===== src/hdl/cpu_int_regs.vh =====
// Register map, field positions, reset values and counts of the
// interrupt controller. Included by the controller; definitions only.
`ifndef CPU_INT_REGS_VH
`define CPU_INT_REGS_VH

// Printed register indices; the APB byte address is four times these
`define IDX_CONTROL      8'h00
`define IDX_STATUS       8'h01
`define IDX_PRI_POINTER  8'h02
`define IDX_HIGH_VECTOR  8'h03
`define ADDR_CONTROL     12'h000
`define ADDR_STATUS      12'h004
`define ADDR_PRI_POINTER 12'h008
`define ADDR_HIGH_VECTOR 12'h00C

// Control fields
`define CTRL_ROTATE_BIT   0
`define CTRL_COMPACT_BIT  5
`define CTRL_VECSEL_BIT   6
`define CTRL_RESET        8'h00

// Status fields
`define STAT_NORMAL_BIT   0
`define STAT_HIGH_BIT     1
`define STAT_UNMASK_BIT   7
`define STAT_RESET        8'h00

`define PTR_RESET         8'h00
`define HVEC_RESET        8'h00
`define HVEC_NONE         8'h00

// Vector map: vector 0 is reset, vector 1 the non-maskable source
`define NUM_VECTORS       32
`define VEC_NMI           5'h01

// Compact table slots
`define SLOT_NMI          8'h01
`define SLOT_HIGH         8'h02
`define SLOT_NORMAL       8'h03

// Protected-write window, in CPU instructions after the key
`define UNLOCK_INSTR      3'h4

`endif


===== src/hdl/cpu_interrupt_controller_ctrl.v =====
// Control, status and priority logic of the CPU interrupt controller,
// with an APB register slave. Assumes request lines, the global enable,
// acknowledge, return and instruction strobes come from CPU-clock logic.
//
// Local design decision: the APB register port.
`timescale 1ns/1ps
`include "cpu_int_regs.vh"

module cpu_interrupt_controller_ctrl (
  input  wire        clk,
  input  wire        nrst,
  // APB slave
  input  wire        psel,
  input  wire        penable,
  input  wire        pwrite,
  input  wire [11:0] paddr,
  input  wire [31:0] pwdata,
  output wire [31:0] prdata,
  output wire        pready,
  output wire        pslverr,
  // Core side
  input  wire [31:0] irqRequest,
  input  wire        globalEnable,
  input  wire        irqAck,
  input  wire        interruptReturn,
  input  wire        ioRegisterKey,
  input  wire        instrDone,
  input  wire        bootWholeFlash,
  input  wire [15:0] bootSectionEnd,
  output wire        irqValid,
  output wire [7:0]  irqVecNum,
  output wire [15:0] irqVecAddr,
  output wire [7:0]  activeLevels
);

  localparam [2:0] LVL_NONE   = 3'b001;
  localparam [2:0] LVL_NORMAL = 3'b010;
  localparam [2:0] LVL_HIGH   = 3'b100;

  // Registers
  reg        rotatingPriorityEnable_reg;
  reg        compactTableEnable_reg;
  reg        vectorLocationSelect_reg;
  reg [7:0]  normalPriorityPointer_reg;
  reg [7:0]  highPriorityVectorNumber_reg;
  reg        unmaskableActiveFlag_reg;
  reg        highLevelActiveFlag_reg;
  reg        normalLevelActiveFlag_reg;
  reg [2:0]  unlockCount_reg;
  reg [31:0] prdata_reg;
  reg        pready_reg;
  reg        pslverr_reg;
  reg        irqValid_reg;
  reg [7:0]  irqVecNum_reg;
  reg [15:0] irqVecAddr_reg;
  reg [2:0]  presentLevel_reg;

  reg [2:0]  unlockCount_next;
  reg [7:0]  normalPriorityPointer_next;
  reg        unmaskable_next;
  reg        highLevel_next;
  reg        normalLevel_next;
  reg [31:0] readValue;
  reg        addrHit;
  reg        candValid;
  reg [7:0]  candNum;
  reg [2:0]  candLevel;
  reg [7:0]  candSlot;
  reg [15:0] vectorBase;

  wire        apbDone   = psel & penable & pready_reg;
  wire        apbWrite  = apbDone & pwrite;
  wire        unlockOpen = (unlockCount_reg != 3'h0);
  wire [31:0] highMask;
  wire [31:0] normalReq;
  wire [4:0]  normalWinner;
  wire        normalAny;
  wire        ackTaken;
  wire        nmiBusy;
  wire        highBusy;
  wire        normalBusy;
  wire        highSelected;

  // Decodes a byte address into a register slot; used for read and write
  function [1:0] regSlot;
    input [11:0] addr;
    begin
      regSlot = addr[3:2];
    end
  endfunction

  function mapped;
    input [11:0] addr;
    begin
      mapped = (addr[11:4] == 8'h00) && (addr[1:0] == 2'b00);
    end
  endfunction

  // First request found walking upward from one above the pointer
  function [5:0] firstFromPointer;
    input [31:0] req;
    input [4:0]  ptr;
    integer      i;
    reg   [4:0]  idx;
    reg          found;
    begin
      firstFromPointer = 6'h00;
      found = 1'b0;
      for (i = 1; i <= `NUM_VECTORS; i = i + 1) begin
        idx = ptr + i[4:0];
        if (!found && req[idx]) begin
          found = 1'b1;
          firstFromPointer = {1'b1, idx};
        end
      end
    end
  endfunction

  // Acknowledge of a presented request at one given level
  function levelTaken;
    input       taken;
    input [2:0] present;
    input [2:0] level;
    begin
      levelTaken = taken && (present == level);
    end
  endfunction

  genvar g;
  generate
    for (g = 0; g < `NUM_VECTORS; g = g + 1) begin : gMask
      assign highMask[g] = (highPriorityVectorNumber_reg == g) &&
                           (highPriorityVectorNumber_reg != `HVEC_NONE);
    end
  endgenerate

  // Reset and the unmaskable vector never compete at level 0
  assign normalReq = irqRequest & ~highMask & 32'hFFFFFFFC;
  assign {normalAny, normalWinner} =
    firstFromPointer(normalReq, normalPriorityPointer_reg[4:0]);

  // A request taken at this edge already counts as executing, so the
  // cycle after an acknowledge never shows the same vector again
  assign ackTaken   = irqAck & irqValid_reg;
  assign nmiBusy    = unmaskableActiveFlag_reg |
                      levelTaken(ackTaken, presentLevel_reg, LVL_NONE);
  assign highBusy   = highLevelActiveFlag_reg |
                      levelTaken(ackTaken, presentLevel_reg, LVL_HIGH);
  assign normalBusy = normalLevelActiveFlag_reg |
                      levelTaken(ackTaken, presentLevel_reg, LVL_NORMAL);

  // Level 1 is off for vector zero or a number beyond the map
  assign highSelected =
    (highPriorityVectorNumber_reg != `HVEC_NONE) &&
    (highPriorityVectorNumber_reg < 8'h20) &&
    irqRequest[highPriorityVectorNumber_reg[4:0]];

  // APB read mux
  always @* begin
    readValue = 32'h00000000;
    addrHit   = mapped(paddr);
    case (regSlot(paddr))
      2'h0: begin
        readValue[`CTRL_ROTATE_BIT]  = rotatingPriorityEnable_reg;
        readValue[`CTRL_COMPACT_BIT] = compactTableEnable_reg;
        readValue[`CTRL_VECSEL_BIT]  = vectorLocationSelect_reg;
      end
      2'h1: begin
        readValue[`STAT_UNMASK_BIT] = unmaskableActiveFlag_reg;
        readValue[`STAT_HIGH_BIT]   = highLevelActiveFlag_reg;
        readValue[`STAT_NORMAL_BIT] = normalLevelActiveFlag_reg;
      end
      2'h2: readValue[7:0] = normalPriorityPointer_reg;
      2'h3: readValue[7:0] = highPriorityVectorNumber_reg;
      default: readValue = 32'h00000000;
    endcase
    if (!addrHit) begin
      readValue = 32'h00000000;
    end
  end

  // Unlock window: opened by the key, counts down per instruction
  always @* begin
    unlockCount_next = unlockCount_reg;
    // The protected write uses up the window; a second one needs a new key
    if (ioRegisterKey) begin
      unlockCount_next = `UNLOCK_INSTR;
    end else if (apbWrite && addrHit && regSlot(paddr) == 2'h0) begin
      unlockCount_next = 3'h0;
    end else if (instrDone && unlockOpen) begin
      unlockCount_next = unlockCount_reg - 3'h1;
    end
  end

  // Arbitration: unmaskable, then level 1, then level 0
  always @* begin
    candValid = 1'b0;
    candNum   = 8'h00;
    candLevel = LVL_NONE;
    if (irqRequest[`VEC_NMI] && !nmiBusy) begin
      candValid = 1'b1;
      candNum   = {3'b000, `VEC_NMI};
    end else if (!nmiBusy && !highBusy && globalEnable &&
                 highSelected) begin
      candValid = 1'b1;
      candNum   = highPriorityVectorNumber_reg;
      candLevel = LVL_HIGH;
    end else if (!nmiBusy && !highBusy && !normalBusy &&
                 globalEnable && normalAny) begin
      candValid = 1'b1;
      candNum   = {3'b000, normalWinner};
      candLevel = LVL_NORMAL;
    end
  end

  // Vector slot and placement
  always @* begin
    candSlot = candNum;
    if (compactTableEnable_reg) begin
      case (candLevel)
        LVL_HIGH:   candSlot = `SLOT_HIGH;
        LVL_NORMAL: candSlot = `SLOT_NORMAL;
        default:    candSlot = `SLOT_NMI;
      endcase
    end
    // Whole-flash boot puts the table at the boot start regardless
    if (bootWholeFlash || vectorLocationSelect_reg) begin
      vectorBase = 16'h0000;
    end else begin
      vectorBase = bootSectionEnd;
    end
  end

  // Executing-level tracking and pointer update
  always @* begin
    unmaskable_next  = unmaskableActiveFlag_reg;
    highLevel_next   = highLevelActiveFlag_reg;
    normalLevel_next = normalLevelActiveFlag_reg;
    normalPriorityPointer_next = normalPriorityPointer_reg;
    if (apbWrite && addrHit && regSlot(paddr) == 2'h2) begin
      normalPriorityPointer_next = pwdata[7:0];
    end
    // A return unwinds only the innermost level, so earlier state stays
    if (interruptReturn) begin
      if (unmaskableActiveFlag_reg) begin
        unmaskable_next = 1'b0;
      end else if (highLevelActiveFlag_reg) begin
        highLevel_next = 1'b0;
      end else begin
        normalLevel_next = 1'b0;
      end
    end
    // Entering a handler wins over a return in the same cycle
    if (ackTaken) begin
      case (presentLevel_reg)
        LVL_HIGH:   highLevel_next = 1'b1;
        LVL_NORMAL: begin
          normalLevel_next = 1'b1;
          // The vector just taken drops to the lowest priority
          if (rotatingPriorityEnable_reg) begin
            normalPriorityPointer_next = irqVecNum_reg;
          end
        end
        default:    unmaskable_next = 1'b1;
      endcase
    end
  end

  always @(posedge clk or negedge nrst) begin
    if (!nrst) begin
      rotatingPriorityEnable_reg   <= 1'b0;
      compactTableEnable_reg       <= 1'b0;
      vectorLocationSelect_reg     <= 1'b0;
      normalPriorityPointer_reg    <= `PTR_RESET;
      highPriorityVectorNumber_reg <= `HVEC_RESET;
      unmaskableActiveFlag_reg     <= 1'b0;
      highLevelActiveFlag_reg      <= 1'b0;
      normalLevelActiveFlag_reg    <= 1'b0;
      unlockCount_reg              <= 3'h0;
      prdata_reg                   <= 32'h00000000;
      pready_reg                   <= 1'b0;
      pslverr_reg                  <= 1'b0;
      irqValid_reg                 <= 1'b0;
      irqVecNum_reg                <= 8'h00;
      irqVecAddr_reg               <= 16'h0000;
      presentLevel_reg             <= LVL_NONE;
    end else begin
      // No wait state: ready rises in the first access cycle
      pready_reg  <= psel & ~penable;
      pslverr_reg <= psel & ~penable & ~addrHit;
      if (psel && !penable && !pwrite) begin
        prdata_reg <= readValue;
      end
      if (apbWrite && addrHit) begin
        case (regSlot(paddr))
          2'h0: begin
            rotatingPriorityEnable_reg <= pwdata[`CTRL_ROTATE_BIT];
            if (unlockOpen) begin
              compactTableEnable_reg   <= pwdata[`CTRL_COMPACT_BIT];
              vectorLocationSelect_reg <= pwdata[`CTRL_VECSEL_BIT];
            end
          end
          2'h3: highPriorityVectorNumber_reg <= pwdata[7:0];
          default: ;
        endcase
      end
      unlockCount_reg           <= unlockCount_next;
      normalPriorityPointer_reg <= normalPriorityPointer_next;
      unmaskableActiveFlag_reg  <= unmaskable_next;
      highLevelActiveFlag_reg   <= highLevel_next;
      normalLevelActiveFlag_reg <= normalLevel_next;
      irqValid_reg     <= candValid;
      irqVecNum_reg    <= candNum;
      presentLevel_reg <= candLevel;
      irqVecAddr_reg   <= vectorBase + {8'h00, candSlot};
    end
  end

  assign prdata       = prdata_reg;
  assign pready       = pready_reg;
  assign pslverr      = pslverr_reg;
  assign irqValid     = irqValid_reg;
  assign irqVecNum    = irqVecNum_reg;
  assign irqVecAddr   = irqVecAddr_reg;
  assign activeLevels = {unmaskableActiveFlag_reg, 5'b00000,
                         highLevelActiveFlag_reg, normalLevelActiveFlag_reg};

endmodule // cpu_interrupt_controller_ctrl


===== config.mk =====
export PLATFORM = sky130hd
export DESIGN_NAME = cpu_interrupt_controller_ctrl
export DESIGN_NICKNAME = d
export VERILOG_FILES = /design/src/hdl/cpu_interrupt_controller_ctrl.v
export VERILOG_INCLUDE_DIRS = /design/src /design/src/hdl
export SDC_FILE = /design/constraint.sdc
export NUM_CORES = 1
export LEC_CHECK = 0
export ABC_CLOCK_PERIOD_IN_PS = 8350
export BUFFER_PORTS_ARGS = -buffer_cell sky130_fd_sc_hd__buf_2
export CAP_MARGIN = 5
export CORE_ASPECT_RATIO = 0.7
export CORE_MARGIN = 4
export CORE_UTILIZATION = 45
export CTS_CLUSTER_SIZE = 40
export DETAILED_ROUTE_END_ITERATION = 12
export PLACE_DENSITY = 0.66
export SLEW_MARGIN = 20
export SYNTH_ARGS = -nofsm -noshare
export SYNTH_HDL_FRONTEND = slang
export SYNTH_SLANG_ARGS = --single-unit

===== constraint.sdc =====
create_clock -name clk -period 8.35 [get_ports clk]
set_input_delay 1.2525 -clock clk [delete_from_list [all_inputs] [get_ports clk]]
set_output_delay 1.2525 -clock clk [all_outputs]
set_load 0.02 [all_outputs]

==> results of run 1 <==
-- cell families (layout without fill, tap and decap cells) --
group | count (synthesis) | in the layout
compound gates | 395 | 395
xor+xnor | 53 | 53
other cells | 1 | 35
buf+inv | 140 | 267
fa+ha+maj | 23 | 23
simple gates | 406 | 406
flops | 63 | 63
mux | 124 | 124
-- routing by layer --
| metal | part of all wire (%) | vias up | routed length (microns) | track usage, % |
|---|---|---|---|---|
| li1 | - | 4963 | - | - |
| met1 | 44 | 5311 | 17900 | 50.5 |
| met2 | 39 | 775 | 15800 | 44.6 |
| met3 | 14 | 78 | 5690 | 9.68 |
| met4 | 2.5 | 0 | 993 | 7.18 |
| met5 | 0 | - | 0 | 0 |
-- worst max-delay path: stages (launching register included) --
cell	delay [ps]
dfrtp_1	660
or4b_2	820
o21ai_0	360
mux2i_1	160
mux4_2	570
mux2_2	340
o22a_1	320
nor4_1	610
nand3_1	160
buf_4	210
a2111oi_0	570
a211oi_1	100
o2111ai_1	240
a211oi_1	150
a221oi_1	440
ha_1	320
a21o_1	180
a21oi_1	220
o21bai_1	100
a21oi_1	210
o21bai_1	90
a21oi_1	190
nor2b_1	70
o21bai_1	220
nor3_1	110
nand4_1	110
xor2_1	150
nor2_1	50
-- power by group --
part	switching, mW	total (mW)	internal, mW
logic	0.199	0.317	0.118
registers	0.0143	0.343	0.328
clock network	0.147	0.412	0.265
total	0.360	1.07	0.712
-- timing repair --
action | CTS | global route
hold buffers | 0 | 0
resized for setup | 0 | 3
endpoints found under the setup margin | 0 | 4
-- cell usage after synthesis, types with 9 or more instances --
cell type / count / area share, %
ha_1: 22 / 2.8
nand2b_1: 13 / 0.84
nand3_1: 19 / 0.98
nor4_1: 25 / 1.6
buf_4: 32 / 2.5
a22oi_1: 14 / 1.1
nor3_1: 34 / 1.8
dfrtp_1: 62 / 16
o211ai_1: 28 / 2.2
o21bai_1: 9 / 0.70
and2_1: 23 / 1.5
a21oi_1: 53 / 2.7
o31ai_1: 15 / 1.2
o221ai_1: 11 / 1.0
xor2_1: 13 / 1.2
a211o_1: 10 / 0.91
mux2_2: 21 / 2.4
nand4_1: 17 / 1.1
and3_1: 11 / 0.71
buf_1: 12 / 0.47
o22ai_1: 16 / 1.0
o311a_1: 9 / 0.93
a2111oi_0: 14 / 1.3
clkbuf_1: 59 / 2.3
or3_1: 10 / 0.65
mux4_2: 35 / 8.1
a211oi_1: 18 / 1.4
o2111ai_1: 11 / 1.0
xnor2_1: 40 / 3.6
mux2i_1: 64 / 6.6
nand2_1: 108 / 4.2
nor2_1: 96 / 3.7
o21ai_0: 79 / 4.1
inv_1: 26 / 1.0
-- worst max-delay path by stage --
stage / start / endpoint / depth (start not counted)
finish: highPriorityVectorNumber_reg[2] / irqVecAddr[15] / 27
CTS: highPriorityVectorNumber_reg[5] / irqVecAddr[15] / 27
global placement: highPriorityVectorNumber_reg[5] / irqVecAddr[15] / 27
global route: highPriorityVectorNumber_reg[4] / irqVecAddr[14] / 31
floorplan: normalPriorityPointer_reg[1] / irqVecAddr[15] / 33
detailed placement: highPriorityVectorNumber_reg[5] / irqVecAddr[15] / 27
-- layout make-up --
cell class / count / area, sq um
fill: 2048 / 9600
multi-input combinational: 1036 / 7580
sequential: 63 / 1580
timing repair buffer: 221 / 1370
tap: 276 / 345
clock buffer: 9 / 225
inverter: 30 / 113
clock inverter: 7 / 104
-- through the flow --
| step | cell area [sq um] | power (mW) |
|---|---|---|
| final | 11300 | 1.07 |
| after global routing | 11300 | 1.12 |
| after CTS | 11300 | 1.07 |
| after detailed placement | 11000 | 0.655 |
| after global placement | 11000 | 0.653 |
| after floorplan | 9800 | 0.546 |
-- layout by cell type, fill, tap and decap left out, drive strengths merged, types with 17 or more instances in the layout --
master and n:
o21ai 88, ha 22, dfrtp 62, a21oi 53, conb 35, a211oi 18
inv 30, mux2i 66, buf 221, o31ai 20, nand4 17, nor3 34
mux2 21, nor4 26, nand3 19, and2 24, xnor2 40, nor2 96
mux4 37, nand2 108, o211ai 28
==> impl_metrics.yaml, run 1 <==
logic_synthesis:
  synth.area.mux_share_pct: 18.1
  netlist_area_sq_um: 9670
  synth-compound-area-share_pct: 29.5
  ys_ff_latch: 63
  synth_simple_gate_area_share_pct: 21.3
  synthDistinctLibCells: 96
  post_synth_fa_ha_maj_area_fraction_pct: 3.05
  synth-edff-count: 0
  yosysSeqAreaShare_pct: 16.3
  synth-xor-area-share_pct: 4.80
  ys.flop_type: "dfrtp_1"
  async_flop_share_pct: 100
  synthesis.instances: 1205
  yosysWarnings: 0
  synth_top_family_by_area: "compound AO/OA/AOI/OAI gates"
  syn_area_per_cell_sq_um: 8.03
clock_network:
  postCtsSetupRepairBufs: 0
  root_buffer: "clkbuf_16"
  numCtsBuffers: 9
  cts_tree: "yes"
  clock-sinks: 63
  cts_buffer_depth: 2
  cts.reportedPaths.clkPinSlew_ps: 60
  clk_latency_ps: 330
  ctsHtreeMaxLevel: 3
die:
  core_area_sq_um: 20900
  die_y_microns: 131
  dieArea_sq_um: 23900
  rows: 44
  die_x_microns: 183
  start_util_pct: 46.2
  io_pins: 170
timing:
  min_period_ps: 7890
  tns_ps: 0
  whs_ps: 488
  fmax_mhz: 127
  fin_worst_skew_ps: 15.5
  drv_slew: 0
  grt_setup_unrepaired: "false"
  worst_pin_slew_ps: 1020
  slew_headroom_pct: 31.4
  final_hold_viol_count: 0
  min_period_over_period_pct: 94.5
  setup_violations: 0
  setup_ws_ps: 459
detailed_routing:
  antenna_left: 0
  drtPass1Iterations: 6
  via_per_inst: 6.78
  drtIter0Drc: 1614
  vias: 11127
  wl_per_cell_microns: 24.6
  routed_wirelength_microns: 40400
  post-route-drc-count: 0
global_routing:
  gr-total-overflow: 0
  grt_pass1_vias: 10084
  grt_pass1_wl_microns: 60500
  gr-usage-all-layers_pct: 32.7
  grt_max_degree: 64
  antenna_found_initial: 0
place:
  gp_congestion: 1.07
  dpl_worst_slack_ps: 495
  dp_hpwl_microns: 32000
  place_inst: 1626
  numPortBuffers: 116
worst_setup_path:
  r2r_start: "highPriorityVectorNumber_reg[2]"
  worstPathMaxFanout: 17
  r2r_setup_slack_ps: 460
  cp.required_ps: 8550
  reg2reg_depth: 27
  worstPathArrival_ps: 8090
  end_kind: "flop"
  r2r-end: "irqVecAddr[15]"
  path_class: "flop to flop"
  startpoint_type: "flop"
final_layout:
  drive_gt1_share_pct: 24.2
  post-route-util_pct: 54.1
  area_growth_pct: 17.0
  fin_cells: 1642
  largest_register_ffs: 16
  finalNetCount: 1487
  antenna_cells: 0
min_path:
  min_path_cells: 2
  hold_class: "flop to flop"
  min_to: "prdata[5]"
  min_from: "prdata[5]"
run:
  cap_viol_max_count: 0
power:
  ir_worst_vdd_uv: 109
  p_leak_nw: 4.63
  p_per_area_nw_per_um2: 94.7
run_status:
  status: "complete, no violations"
Power figures use the tool's default switching activity.
==> run 2, diff against run 1 <==
--- a/config.mk
+++ b/config.mk
@@ -8,7 +8,7 @@
 export LEC_CHECK = 0
 export ABC_CLOCK_PERIOD_IN_PS = 8350
 export BUFFER_PORTS_ARGS = -buffer_cell sky130_fd_sc_hd__buf_2
-export CAP_MARGIN = 5
+export CAP_MARGIN = 20
 export CORE_ASPECT_RATIO = 0.7
 export CORE_MARGIN = 4
 export CORE_UTILIZATION = 45
==> constraint.sdc (replaced) <==
create_clock -name clk -period 8.35 [get_ports clk]
set_input_delay 1.67 -clock clk [delete_from_list [all_inputs] [get_ports clk]]
set_output_delay 1.67 -clock clk [all_outputs]
set_load 0.02 [all_outputs]
==> impl_metrics.yaml, run 2 (same netlist as run 1, synthesis figures left out) <==
clock_network:
  cts_buffer_depth: 2
  cts_hold_buffers: 0
  numCtsBuffers: 9
  ctsHtreeMaxLevel: 3
  root_buffer: "clkbuf_16"
  ctsResizeCount: 0
  cts_tree: "yes"
  postCtsSetupRepairBufs: 0
  clock-sinks: 63
  cts.reportedPaths.clkPinSlew_ps: 60
  clk_latency_ps: 330
worst_setup_path:
  reg2reg_depth: 27
  startpoint: "irqRequest[8]"
  cp_slowest_cell: "a22oi_1"
  worstPathMaxFanout: 20
  path_class: "input pin to flop"
  endpoint: "irqVecAddr[14]"
  r2r-end: "irqVecAddr[15]"
  end_kind: "flop"
  crit_top_cell: "a21oi_1"
  startpoint_type: "input pin"
  worstPathArrival_ps: 8110
  r2r_start: "highPriorityVectorNumber_reg[2]"
  cp.required_ps: 8560
  r2r_setup_slack_ps: 480
  slowest_delay_ps: 640
run:
  cap_viol_max_count: 0
place:
  gp_congestion: 1.04
  dp_hpwl_microns: 31400
  numPortBuffers: 116
detailed_routing:
  drtIter0Drc: 1514
  via_per_inst: 6.79
  drtPass1Iterations: 7
  routed_wirelength_microns: 39900
  vias: 11052
  antenna_left: 0
  post-route-drc-count: 0
  wl_per_cell_microns: 24.5
timing:
  min_period_ps: 7900
  min_period_over_period_pct: 94.6
  drv_slew: 0
  slew_headroom_pct: 40.2
  setup_violations: 0
  whs_ps: 486
  fmax_mhz: 127
  tns_ps: 0
  fin_worst_skew_ps: 6.68
  final_hold_viol_count: 0
  worst_pin_slew_ps: 872
  grt_setup_unrepaired: "false"
final_layout:
  area_growth_pct: 15.8
  drive_gt1_share_pct: 23.5
  final_common_cell: "buf_2"
  antenna_cells: 0
  finalNetCount: 1473
  mostFrequentLayoutCells: "buf_2, nand2_1, nor2_1"
  largest_register_ffs: 16
die:
  io_pins: 170
  die_x_microns: 183
  die_y_microns: 131
  start_util_pct: 46.2
  rows: 44
  dieArea_sq_um: 23900
  core_area_sq_um: 20900
global_routing:
  grt_pass1_wl_microns: 60100
  use_met3_pct: 11.5
  antenna_found_initial: 1
  grt_pass1_vias: 10062
  grt_use_met1_pct: 48.5
  gr-total-overflow: 0
  gr-usage-all-layers_pct: 32.5
  grt_max_degree: 64
  grt.met2_usage_pct: 45.2
  busiest_layer: "met1"
power:
  p_per_area_nw_per_um2: 90.1
  report.power.total_mw: 1.01
  p_leak_nw: 4.55
  ir_worst_vdd_uv: 130
min_path:
  hold_class: "flop to flop"
run_status:
  status: "complete, no violations"
run 2: area by class of cell:
| type | count | area, sq um |
|---|---|---|
| Inverter | 30 | 113 |
| Timing Repair Buffer | 207 | 1280 |
| Multi-Input combinational cell | 1036 | 7600 |
| Sequential cell | 63 | 1580 |
| Fill cell | 2049 | 9710 |
| Clock buffer | 10 | 239 |
| Clock inverter | 6 | 45.0 |
| Tap cell | 276 | 345 |
run 2: worst min-delay path by stage:
stage / slack, ps / depth (start not counted) / endpoint / startpoint
4_1_cts: 490 / 2 / prdata[5] / prdata[5]
3_3_place_gp: 460 / 2 / prdata[1] / prdata[1]
6_report: 490 / 2 / prdata[5] / prdata[5]
3_5_place_dp: 470 / 2 / prdata[5] / prdata[5]
2_1_floorplan: 490 / 1 / rotatingPriorityEnable_reg / rotatingPriorityEnable_reg
5_1_grt: 520 / 2 / prdata[4] / prdata[4]
run 2: metal layers:
layer / wire [microns] / vias to the layer above
li1: - / 4925
met1: 17100 / 5297
met2: 15900 / 745
met3: 6060 / 81
met4: 794 / 4
met5: 67 / -
run 2: where the power goes:
group | total (mW) | switching (mW) | leakage (nW) | internal (mW)
registers | 0.343 | 0.0143 | 0.825 | 0.329
clock network | 0.351 | 0.141 | 0.131 | 0.210
logic | 0.316 | 0.198 | 3.60 | 0.117
total | 1.01 | 0.354 | 4.55 | 0.655
run 2: critical path: cells and delay by family:
family	cells	cell delay, ps
compound gates	12	2790
xor+xnor	1	160
fa+ha+maj	2	700
buf+inv	4	710
mux	1	180
simple gates	10	1860
run 2: metrics by stage:
stage,util [%],std cells,cell area (sq um),setup slack [ps]
2_1_floorplan,-,1239,9800,821
3_3_place_gp,52.0,1612,10900,283
3_5_place_dp,52.0,1612,10900,324
4_1_cts,53.4,1628,11200,368
5_1_grt,53.6,1628,11200,57.8
6_report,53.6,1628,11200,453
